**config.mk**
```make
export PLATFORM = sky130hd
export DESIGN_NAME = clock_switch_and_prescaler
export DESIGN_NICKNAME = d
export VERILOG_FILES = /design/src/design/clock_switch_pkg.sv /design/src/design/clock_switch_and_prescaler.sv
export SDC_FILE = /design/constraint.sdc
export NUM_CORES = 1
export LEC_CHECK = 0
export ABC_CLOCK_PERIOD_IN_PS = 8400
export BUFFER_PORTS_ARGS = -buffer_cell sky130_fd_sc_hd__buf_2
export CAP_MARGIN = 40
export CORE_ASPECT_RATIO = 0.8
export CORE_MARGIN = 10
export CORE_UTILIZATION = 57
export DETAILED_ROUTE_END_ITERATION = 8
export HOLD_SLACK_MARGIN = 0.15
export PLACE_DENSITY = 0.85
export SYNTH_ARGS = -nofsm -noshare
export SYNTH_HDL_FRONTEND = slang
export SYNTH_SLANG_ARGS = --single-unit
```
**constraint.sdc**
```tcl
create_clock -name i_clk -period 8.4 [get_ports i_clk]
set_input_delay 2.52 -clock i_clk [delete_from_list [all_inputs] [get_ports i_clk]]
set_output_delay 2.52 -clock i_clk [all_outputs]
set_load 0.005 [all_outputs]
```
**src/design/clock_switch_pkg.sv**
```systemverilog
// Purpose: constants for the clock switch and system prescaler
// Assumes: Avalon-MM slave, 32-bit data, byte addresses
// Notes:   register fields sit in byte lane 0
package clock_switch_pkg;
   // register byte addresses
   localparam logic [3:0] ADDR_SELECT_CONTROL = 4'h0;
   localparam logic [3:0] ADDR_SOURCE_CONFIG  = 4'h4;
   localparam logic [3:0] ADDR_SOURCE_STATUS  = 4'h8;
   localparam logic [3:0] ADDR_PRESCALER      = 4'hc;
   // select control fields
   localparam int SEL_RC_SUT_LSB  = 6;
   localparam int SEL_EXT_SUT_LSB = 4;
   localparam int SEL_RC_EN_BIT   = 3;
   localparam int SEL_EXT_EN_BIT  = 2;
   localparam int SEL_SOURCE_BIT  = 0;
   // source config fields
   localparam int CFG_RC_LSB  = 4;
   localparam int CFG_EXT_LSB = 0;
   // status fields
   localparam int STA_RC_RUN_BIT  = 1;
   localparam int STA_EXT_RUN_BIT = 0;
   // prescaler fields
   localparam int PRE_CE_BIT = 7;
   // reset and fuse values, division limit, unlock code
   localparam logic [3:0] RC_CFG_RESET    = 4'h2;
   localparam logic [3:0] RC_FUSE_CODE    = 4'h2;
   localparam logic [3:0] DIV_RESET_PLAIN = 4'h0;
   localparam logic [3:0] DIV_RESET_DIV8  = 4'h3;
   localparam logic [3:0] DIV_MAX         = 4'h8;
   localparam logic [7:0] PRE_UNLOCK      = 8'h80;
   // change-enable window, in bus clock cycles
   localparam int         CE_WINDOW_CYCLES = 4;
   localparam logic [1:0] CE_TMR_START     = 2'(CE_WINDOW_CYCLES - 1);
   // cycles after reset release before fuses are captured
   localparam logic [1:0] FUSE_LOAD_AT     = 2'h2;

   typedef enum logic [1:0] {
      MUX_ON,
      MUX_DROP,
      MUX_TAKE
   } mux_state_t;
endpackage : clock_switch_pkg

```
**src/design/clock_switch_and_prescaler.sv**
```systemverilog
// Purpose: clock source switch, glitch-free prescaler, clock output pin
// Assumes: source clocks are oversampled by i_clk; fuses are static pins
// Notes:   clock sampling path is not reset so the pin runs during reset
// Contract
// - RC start-up field loaded from fuses when RC chosen; writes ignored.
// - external start-up field loaded from fuses when external chosen, 00 when RC chosen; writable; used at next start;
//   a start takes the value held before the enable edge (00 at fuse load).
// - RC enable bit starts and stops the RC oscillator.
// - external enable bit starts and stops the external oscillator.
// - selector one picks external source, zero picks RC.
// - after reset selector is one when fuses choose external source.
// - RC config field resets to 0010; firmware must leave it alone.
// - external config field loaded from fuses when external chosen, 0000 when RC chosen; firmware may rewrite it.
// - RC running flag mirrors the RC oscillator state.
// - external running flag mirrors the external oscillator state.
// - upper six status bits read zero.
// - clock output fuse enables the pin, even in reset; in reset the pin shows the raw rc clock.
// - pin carries the clock after the prescaler.
// - division applies to cpu, io, adc and flash clocks.
// - prescaler changes produce no glitch or short period.
// - prescaler is a counter on the undivided clock, not readable.
// - new division takes effect after the old period ends.
// - prescaler change needs unlock write then value write within four cycles.
// - change enable clears after four cycles or on value write.
// - division codes 0 to 8 mean divide by two to the code.
// - division resets to 0011 with divide-by-eight fuse, else 0000.
`timescale 1ns/1ps
`default_nettype none
module clock_switch_and_prescaler
   import clock_switch_pkg::*;
(
   // clock and reset
   input  wire logic        i_clk,
   input  wire logic        i_nrst,
   // avalon-mm slave
   input  wire logic [3:0]  i_address,
   input  wire logic        i_read,
   input  wire logic        i_write,
   input  wire logic [31:0] i_writedata,
   input  wire logic [3:0]  i_byteenable,
   output logic      [31:0] o_readdata,
   output logic             o_waitrequest,
   // fuses
   input  wire logic [3:0]  i_source_config_fuses,
   input  wire logic [1:0]  i_startup_time_fuses,
   input  wire logic        i_clock_output_fuse,
   input  wire logic        i_divide_by_eight_fuse,
   // oscillators
   input  wire logic        i_rc_clk,
   input  wire logic        i_ext_clk,
   input  wire logic        i_rc_running,
   input  wire logic        i_ext_running,
   output logic             o_rc_osc_enable,
   output logic             o_ext_osc_enable,
   output logic      [3:0]  o_rc_source_config,
   output logic      [3:0]  o_ext_source_config,
   output logic      [1:0]  o_rc_startup_time,
   output logic      [1:0]  o_ext_startup_time,
   // divided clock for cpu, io, adc and flash
   output logic             o_sys_clk,
   // clock output pin
   output logic             o_clock_output_pin,
   output logic             o_clock_output_oe
);
   import clock_switch_pkg::*;

   typedef struct packed {
      logic       loaded;
      logic [1:0] init;
      logic [3:0] fcfg_s1;
      logic [3:0] fcfg_s2;
      logic [1:0] fsut_s1;
      logic [1:0] fsut_s2;
      logic       fd8_s1;
      logic       fd8_s2;
      logic       rcr_s1;
      logic       rcr_s2;
      logic       exr_s1;
      logic       exr_s2;
      logic [1:0] rc_sut;
      logic [1:0] ext_sut;
      logic [1:0] ext_sut_app;
      logic       rc_en;
      logic       ext_en;
      logic       sel;
      logic [3:0] rc_cfg;
      logic [3:0] ext_cfg;
      logic       ce;
      logic [1:0] ce_tmr;
      logic [3:0] div_reg;
      logic [3:0] div_act;
      logic       pend;
      logic [7:0] cnt;
      logic       mux_src;
      mux_state_t mstate;
      logic       mux_prev;
      logic       sys_clk;
      logic       waitreq;
      logic [7:0] rdata;
   } state_t;

   typedef struct packed {
      logic rc_s1;
      logic rc_s2;
      logic ext_s1;
      logic ext_s2;
      logic fco_s1;
      logic fco_s2;
      logic pin;
      logic oe;
   } clk_path_t;

   localparam state_t ST_RESET = '{
      rc_en:   1'b1,
      rc_cfg:  RC_CFG_RESET,
      div_reg: DIV_RESET_PLAIN,
      div_act: DIV_RESET_PLAIN,
      mstate:  MUX_ON,
      waitreq: 1'b1,
      default: '0
   };

   state_t    st;
   state_t    next_st;
   clk_path_t ck;
   clk_path_t next_ck;
   logic       take;
   logic       wr_take;
   logic       is_rc;
   logic       mux_lvl;
   logic       tick;
   logic [7:0] wd;

   function automatic logic [7:0] period_mask(input logic [3:0] d);
      period_mask = 8'((9'h1 << d) - 9'h1);
   endfunction : period_mask

   function automatic logic divided_level(input logic [7:0] c, input logic [3:0] d,
                                          input logic raw);
      divided_level = (d == 4'h0) ? raw : c[3'(d - 4'h1)];
   endfunction : divided_level

   always_comb begin
      next_st = st;
      next_ck = ck;
      wd      = i_writedata[7:0];
      take    = (i_read | i_write) & ~st.waitreq;
      wr_take = take & i_write & i_byteenable[0];
      is_rc   = (st.fcfg_s2 == RC_FUSE_CODE);
      // synchronisers
      next_st.fcfg_s1 = i_source_config_fuses;
      next_st.fcfg_s2 = st.fcfg_s1;
      next_st.fsut_s1 = i_startup_time_fuses;
      next_st.fsut_s2 = st.fsut_s1;
      next_st.fd8_s1  = i_divide_by_eight_fuse;
      next_st.fd8_s2  = st.fd8_s1;
      next_st.rcr_s1  = i_rc_running;
      next_st.rcr_s2  = st.rcr_s1;
      next_st.exr_s1  = i_ext_running;
      next_st.exr_s2  = st.exr_s1;
      next_ck.rc_s1   = i_rc_clk;
      next_ck.rc_s2   = ck.rc_s1;
      next_ck.ext_s1  = i_ext_clk;
      next_ck.ext_s2  = ck.ext_s1;
      next_ck.fco_s1  = i_clock_output_fuse;
      next_ck.fco_s2  = ck.fco_s1;
      // fuse capture once the synchronisers have filled
      if (!st.loaded) begin
         next_st.init = st.init + 2'h1;
         if (st.init == FUSE_LOAD_AT) begin
            next_st.loaded  = 1'b1;
            next_st.rc_sut  = is_rc ? st.fsut_s2 : 2'h0;
            next_st.ext_sut = is_rc ? 2'h0 : st.fsut_s2;
            next_st.ext_sut_app = next_st.ext_sut;
            next_st.ext_cfg = is_rc ? 4'h0 : st.fcfg_s2;
            next_st.sel     = ~is_rc;
            next_st.ext_en  = ~is_rc;
            next_st.rc_en   = is_rc;
            next_st.div_reg = st.fd8_s2 ? DIV_RESET_DIV8 : DIV_RESET_PLAIN;
            next_st.div_act = next_st.div_reg;
            next_st.cnt     = 8'h00;
         end
      end
      // bus: one wait cycle, then answer
      next_st.waitreq = ~((i_read | i_write) & st.waitreq & st.loaded);
      if ((i_read | i_write) & st.waitreq) begin
         if (i_address == ADDR_SELECT_CONTROL) begin
            next_st.rdata = {st.rc_sut, st.ext_sut, st.rc_en, st.ext_en, 1'b0, st.sel};
         end else if (i_address == ADDR_SOURCE_CONFIG) begin
            next_st.rdata = {st.rc_cfg, st.ext_cfg};
         end else if (i_address == ADDR_SOURCE_STATUS) begin
            next_st.rdata = {6'h00, st.rcr_s2, st.exr_s2};
         end else if (i_address == ADDR_PRESCALER) begin
            next_st.rdata = {st.ce, 3'h0, st.div_reg};
         end else begin
            next_st.rdata = 8'h00;
         end
      end
      // change-enable timeout, never extended
      if (st.ce) begin
         if (st.ce_tmr == 2'h0) begin
            next_st.ce = 1'b0;
         end else begin
            next_st.ce_tmr = st.ce_tmr - 2'h1;
         end
      end
      if (wr_take) begin
         if (i_address == ADDR_SELECT_CONTROL) begin
            next_st.ext_sut = wd[SEL_EXT_SUT_LSB +: 2];
            next_st.rc_en   = wd[SEL_RC_EN_BIT];
            next_st.ext_en  = wd[SEL_EXT_EN_BIT];
            next_st.sel     = wd[SEL_SOURCE_BIT];
         end else if (i_address == ADDR_SOURCE_CONFIG) begin
            next_st.rc_cfg  = wd[CFG_RC_LSB +: 4];
            next_st.ext_cfg = wd[CFG_EXT_LSB +: 4];
         end else if (i_address == ADDR_PRESCALER) begin
            if (wd == PRE_UNLOCK) begin
               if (!st.ce) begin
                  next_st.ce     = 1'b1;
                  next_st.ce_tmr = CE_TMR_START;
               end
            end else if (!wd[PRE_CE_BIT] && st.ce) begin
               next_st.ce = 1'b0;
               if (wd[3:0] <= DIV_MAX) begin
                  next_st.div_reg = wd[3:0];
                  next_st.pend    = 1'b1;
               end
            end
         end
      end
      // start-up time takes effect on the enable edge
      if (next_st.ext_en && !st.ext_en) begin
         next_st.ext_sut_app = st.ext_sut;
      end
      // glitch-free source mux
      case (st.mstate)
         MUX_ON: begin
            if (st.sel != st.mux_src) begin
               next_st.mstate = MUX_DROP;
            end
         end
         MUX_DROP: begin
            if (!(st.mux_src ? ck.ext_s2 : ck.rc_s2)) begin
               next_st.mux_src = st.sel;
               next_st.mstate  = MUX_TAKE;
            end
         end
         MUX_TAKE: begin
            if (!(st.mux_src ? ck.ext_s2 : ck.rc_s2)) begin
               next_st.mstate = MUX_ON;
            end
         end
         default: begin
            next_st.mstate = MUX_ON;
         end
      endcase
      mux_lvl = (st.mstate != MUX_TAKE) & (st.mux_src ? ck.ext_s2 : ck.rc_s2);
      next_st.mux_prev = mux_lvl;
      tick = mux_lvl & ~st.mux_prev;
      // prescaler counts undivided edges, switches only at a period end
      if (tick) begin
         if ((st.cnt & period_mask(st.div_act)) == period_mask(st.div_act)) begin
            next_st.cnt = 8'h00;
            if (next_st.pend) begin
               next_st.div_act = next_st.div_reg;
               next_st.pend    = 1'b0;
            end
         end else begin
            next_st.cnt = st.cnt + 8'h01;
         end
      end
      next_st.sys_clk = divided_level(next_st.cnt, next_st.div_act, mux_lvl);
      // pin shows raw rc clock while in reset
      next_ck.pin = st.loaded ? st.sys_clk : ck.rc_s2;
      next_ck.oe  = ck.fco_s2;
   end

   always_ff @(posedge i_clk or negedge i_nrst) begin
      if (!i_nrst) begin
         st <= ST_RESET;
      end else begin
         st <= next_st;
      end
   end

   always_ff @(posedge i_clk) begin
      ck <= next_ck;
   end

   assign o_readdata          = {24'h00_0000, st.rdata};
   assign o_waitrequest       = st.waitreq;
   assign o_rc_osc_enable     = st.rc_en;
   assign o_ext_osc_enable    = st.ext_en;
   assign o_rc_source_config  = st.rc_cfg;
   assign o_ext_source_config = st.ext_cfg;
   assign o_rc_startup_time   = st.rc_sut;
   assign o_ext_startup_time  = st.ext_sut_app;
   assign o_sys_clk           = st.sys_clk;
   assign o_clock_output_pin  = ck.pin;
   assign o_clock_output_oe   = ck.oe;
endmodule : clock_switch_and_prescaler
`default_nettype wire

```
Word-level counts from Yosys, hierarchy flattened:

Index checks and enable logic that the tools add are counted.

* mux-type cells: 57
* reduce and logical (&&, ||, !) cells: 14
* shift operators: 1
* order comparisons: 2
* eq/ne operators: 15
* add/sub/neg operators: 5
* bitwise logic cells: 16

Operators by type and width (count)
* $mux 8: 10
* $mux 7: 4
* $mux 4: 6
* $mux 2: 11
* $mux 18: 1
* $mux 1: 15
* $mux 15: 1
* $mux 13: 1
* $mux 3: 4
* $mux 5: 2
* $add 8x1->8 const B: 1
* $and 8x8->8: 1
* $eq 4x4->1 const B: 2
* $eq 8x8->1: 1
* $eq 8x8->1 const B: 1
* $logic_not 4->1: 2
* $ne 2x2->1 const B: 4
* $shl 1x4->8 const A: 1
* $sub 8x1->8 const B: 1
* $and 1x1->1: 7
* $not 1->1: 7
* $pmux 2 s3: 1
* $reduce_and 2->1: 3
* $reduce_and 3->1: 2
* 17 further kinds: 21

* bits in registers: 80

Depth between registers and ports, before layout:

* depth in word-level cells: 17
* depth in mapped cells: 18
* depth with buffers taken out: 17

Least setup slack after synthesis:

Ideal clock, no wire load.

* path type: input to register
* start: input i_address[1]
* end: register st, in the netlist o_sys_clk
* path buffers: 0
* arrival time: 5.248 ns
* stages on the path: 14
* slack: 3.028 ns
* library setup time: 0.124 ns
* cells stage by stage: or3b_1 -> or4_1 -> a21oi_2 -> nor2_1 -> nor2b_2 -> nor2_1 -> a21oi_1 -> ha_1 -> o21ai_0 -> mux2i_1 -> nor3_1 -> a221oi_2 -> a21oi_1 -> o31a_1

RTL lines
* from (decl): line clock_switch_and_prescaler.sv:36 `input wire logic [3:0] i_address,`
* to (signal assigned): line clock_switch_and_prescaler.sv:282 `st <= next_st;`
* to (decl): line clock_switch_and_prescaler.sv:123 `state_t st;`

==> run metrics <==
outcome finished clean; Root Driver clkbuf_8; Async SR Flop Fraction 0.900; Final Skew 0.0142 ns; RSZ-0062 raised after global routing no; final slew viol count 0; Crit path largest cell delay 0.57 ns; Die ar. 10700 um^2; Buffers on Ports 54; clk buf depth 2; main flop type after synthesis dfrtp_1; Hold Slack 0.332 ns; R2R cell count 16; crit-path leading delay family simple AND/OR/NAND/NOR gates; DR iter-0 viols 217; # setup viols final 0; switching pwr 0.282 mW; crit path cell chain buf_2 -> or3b_1 -> or4_1 -> a21oi_2 -> nor2_1 -> nor2b_2 -> nor2_1 -> a21oi_1 -> ha_1 -> o21ai_0 -> mux2i_1 -> nor4b_2 -> a221oi_1 -> a32oi_1 -> o31a_1; layout cells sized above 1 0.236; CP bufs+invs 1; Layout Nets 476; H-Tree Level Count 3; Clock transition at path regs 0.09 ns; Max-Cap Viols 0; slew margin rel. 0.409; Syn Inst Count 380; io pins 106; post-DP HPWL 6140 um; Setup Fix Bufs, Post-CTS 0; worst endpoint required time 8.70 ns; VDD IR max 0.166 mV; crit start category input pin; Post-Layout Inst Area 4250 um^2; CTS tree done; Util after Layout 0.626; Worst Hold Depth 0; CTS sink cnt 80; total length of routed wires 8360 um; Max FO, Critical Path 14; critical path depth 15; Mean Syn Cell Area 10.4 um^2; initial antenna violation count 0; setup_tns 0 ns; Period minus WS final 5.98 ns; worst setup path class in -> reg; DRT antenna net count 0; Yosys reg bits 80; Die H 94.3 um; Sw Ratio 0.302; worst-skew pair later-pin latency 0.36 ns; worst-margin pin slew 0.885 ns; gr ovfl total 0; sequential share of the synthesized area 0.499; Layout area overhead 7.91%; Initial Utilization 0.580; largest net degree at the start of global routing 61; Site Rows 27; core area 6790 um^2; leakage power 1.96 nW; hold crit path type reg -> reg; Die Span X 113 um; worst r2r src st[25]; Gate power share 0.180; Avg WL per Cell 16.5 um; synth warn 0; Area after DPL 4040 um^2; Worst Hold Launch ck[2]; cts hold-fix bufs 0; Cell variety after synth 62; GPL Wtd Cong 0.885; drc violations 0; mapped cell area 3940 um^2; GRT Overall Usage 0.159; vias in the first global route 2758; cts bufs inserted 9; Hold Vio Cnt, Final 0; Reg power frac 0.502; CP most frequent cell nor2_1; CTS resizes 0; EDFF count, synth 0; first-pass GRT wire length 13900 um; clock network power share 0.318; router iterations before antenna repair 4; Critical Path AT 6.28 ns; Final period util 0.712; CP Capture Type flip-flop; antenna diode count 0; Vias 2810; pwr/cell area 220 nW/um^2; internal power 0.652 mW; critical path launch point i_address[2]; Slowest cell on crit path or4_1; fmax 167 MHz; drt via density 5.54
==> metal layers <==
layer / wire length, um / global-route usage
met1: 3580 / 0.206
met2: 3900 / 0.239
met3: 784 / 0.0602
met4: 98 / 0.0538
met5: 0 / 0
==> final timing paths <==
kind,slack (ns),end
worst min-delay path,0.33,o_clock_output_oe
max in group asynchronous,5.75,o_rc_osc_enable
worst max-delay path,2.42,o_sys_clk
worst min register to register,0.33,o_clock_output_oe
worst max register to register,4.03,o_sys_clk
min in group asynchronous,2.08,o_readdata[5]
==> synth_stat cells (all sizes together) (4+ instances only) <==
| library cell | instances | area, um^2 |
|---|---|---|
| dfrtp | 69 | 1730 |
| buf | 49 | 379 |
| nand2 | 34 | 128 |
| nor2 | 30 | 113 |
| o21ai | 29 | 149 |
| a21oi | 20 | 104 |
| mux2i | 14 | 140 |
| inv | 12 | 45.0 |
| mux2 | 11 | 131 |
| dfxtp | 8 | 160 |
| a22o | 7 | 61.3 |
| clkbuf | 7 | 27.5 |
| nand3 | 7 | 35.0 |
| nor3 | 7 | 35.0 |
| a22oi | 6 | 45.0 |
| ha | 5 | 62.6 |
| nand2b | 5 | 31.3 |
| nor2b | 5 | 41.3 |
| nor4b | 5 | 50.0 |
| xnor2 | 4 | 35.0 |
==> power by group through the flow <==
stage,clock network (mW),logic (mW),registers [mW]
floorplan,0,0.138,0.464
global placement,0,0.157,0.472
detailed placement,0,0.166,0.475
CTS,0.305,0.169,0.468
global route,0.321,0.189,0.475
finish,0.297,0.168,0.469
==> cells by family (layout without fill, tap and decap cells) <==
family                   count (synthesis)  count (layout)  share of synthesized area
other                                    1              24                   0.000952
flip-flops                              80              80                      0.499
multiplexers                            26              26                     0.0747
AND/OR/NAND/NOR                        113             113                      0.147
buffers and inverters                   68              85                      0.115
XOR/XNOR                                 5               5                     0.0111
adder cells (fa/ha/maj)                  5               5                     0.0159
AO/OA/AOI/OAI                           82              82                      0.136
==> per-stage QoR <==
step,instances,setup slack [ns],power (mW)
6_report,507,2.42,0.934
5_1_grt,507,2.26,0.985
4_1_cts,507,2.48,0.941
3_5_place_dp,491,2.19,0.641
3_3_place_gp,490,2.29,0.629
2_1_floorplan,403,3.03,0.602
==> layout by cell type, fill, tap and decap left out, types with 8 or more instances in the layout <==
cell      synthesis  routed
buf_2             0      54
nor2_1           30      30
mux2i_1          14      14
mux2_2            9       9
o21ai_0          27      27
a21oi_1          19      19
conb_1            1      24
dfxtp_1           8       8
dfrtp_1          69      69
clkbuf_8          0       9
inv_1            12      12
nand2_1          34      34
==> registers in the layout (all words and copies together) (netlist names) <==
name	flops
st	39
o_sys_clk	1
o_clock_output_pin	1
o_rc_startup_time	2
o_rc_source_config	4
o_ext_startup_time	2
o_ext_osc_enable	1
next_st	9
ck	6
o_clock_output_oe	1
o_readdata	8
o_rc_osc_enable	1
o_waitrequest	1
o_ext_source_config	4
==> layout make-up <==
type                    instances  area [um^2]
fillers                       536         2540
flip-flops and latches         80         1970
multi-input cells             255         1610
repair buffers                 57          313
clock buffers                   9          124
well taps                      87          109
clock inverters                 7         86.3
inverters                      12         45.0
==> worst reg2reg max path, cell delays in order, from the launching register on <==
cell       delay, ns
dfrtp_1         0.47
or4_4           0.56
ha_1            0.30
and2_1          0.19
o2111ai_1       0.16
o311a_1         0.22
and4_4          0.27
nor2b_2         0.26
nor2_1          0.08
a21oi_1         0.29
ha_1            0.23
o21ai_0         0.08
mux2i_1         0.32
nor4b_2         0.39
a221oi_1        0.09
a32oi_1         0.23
o31a_1          0.16
No activity file was read; power rests on OpenSTA's default activity.
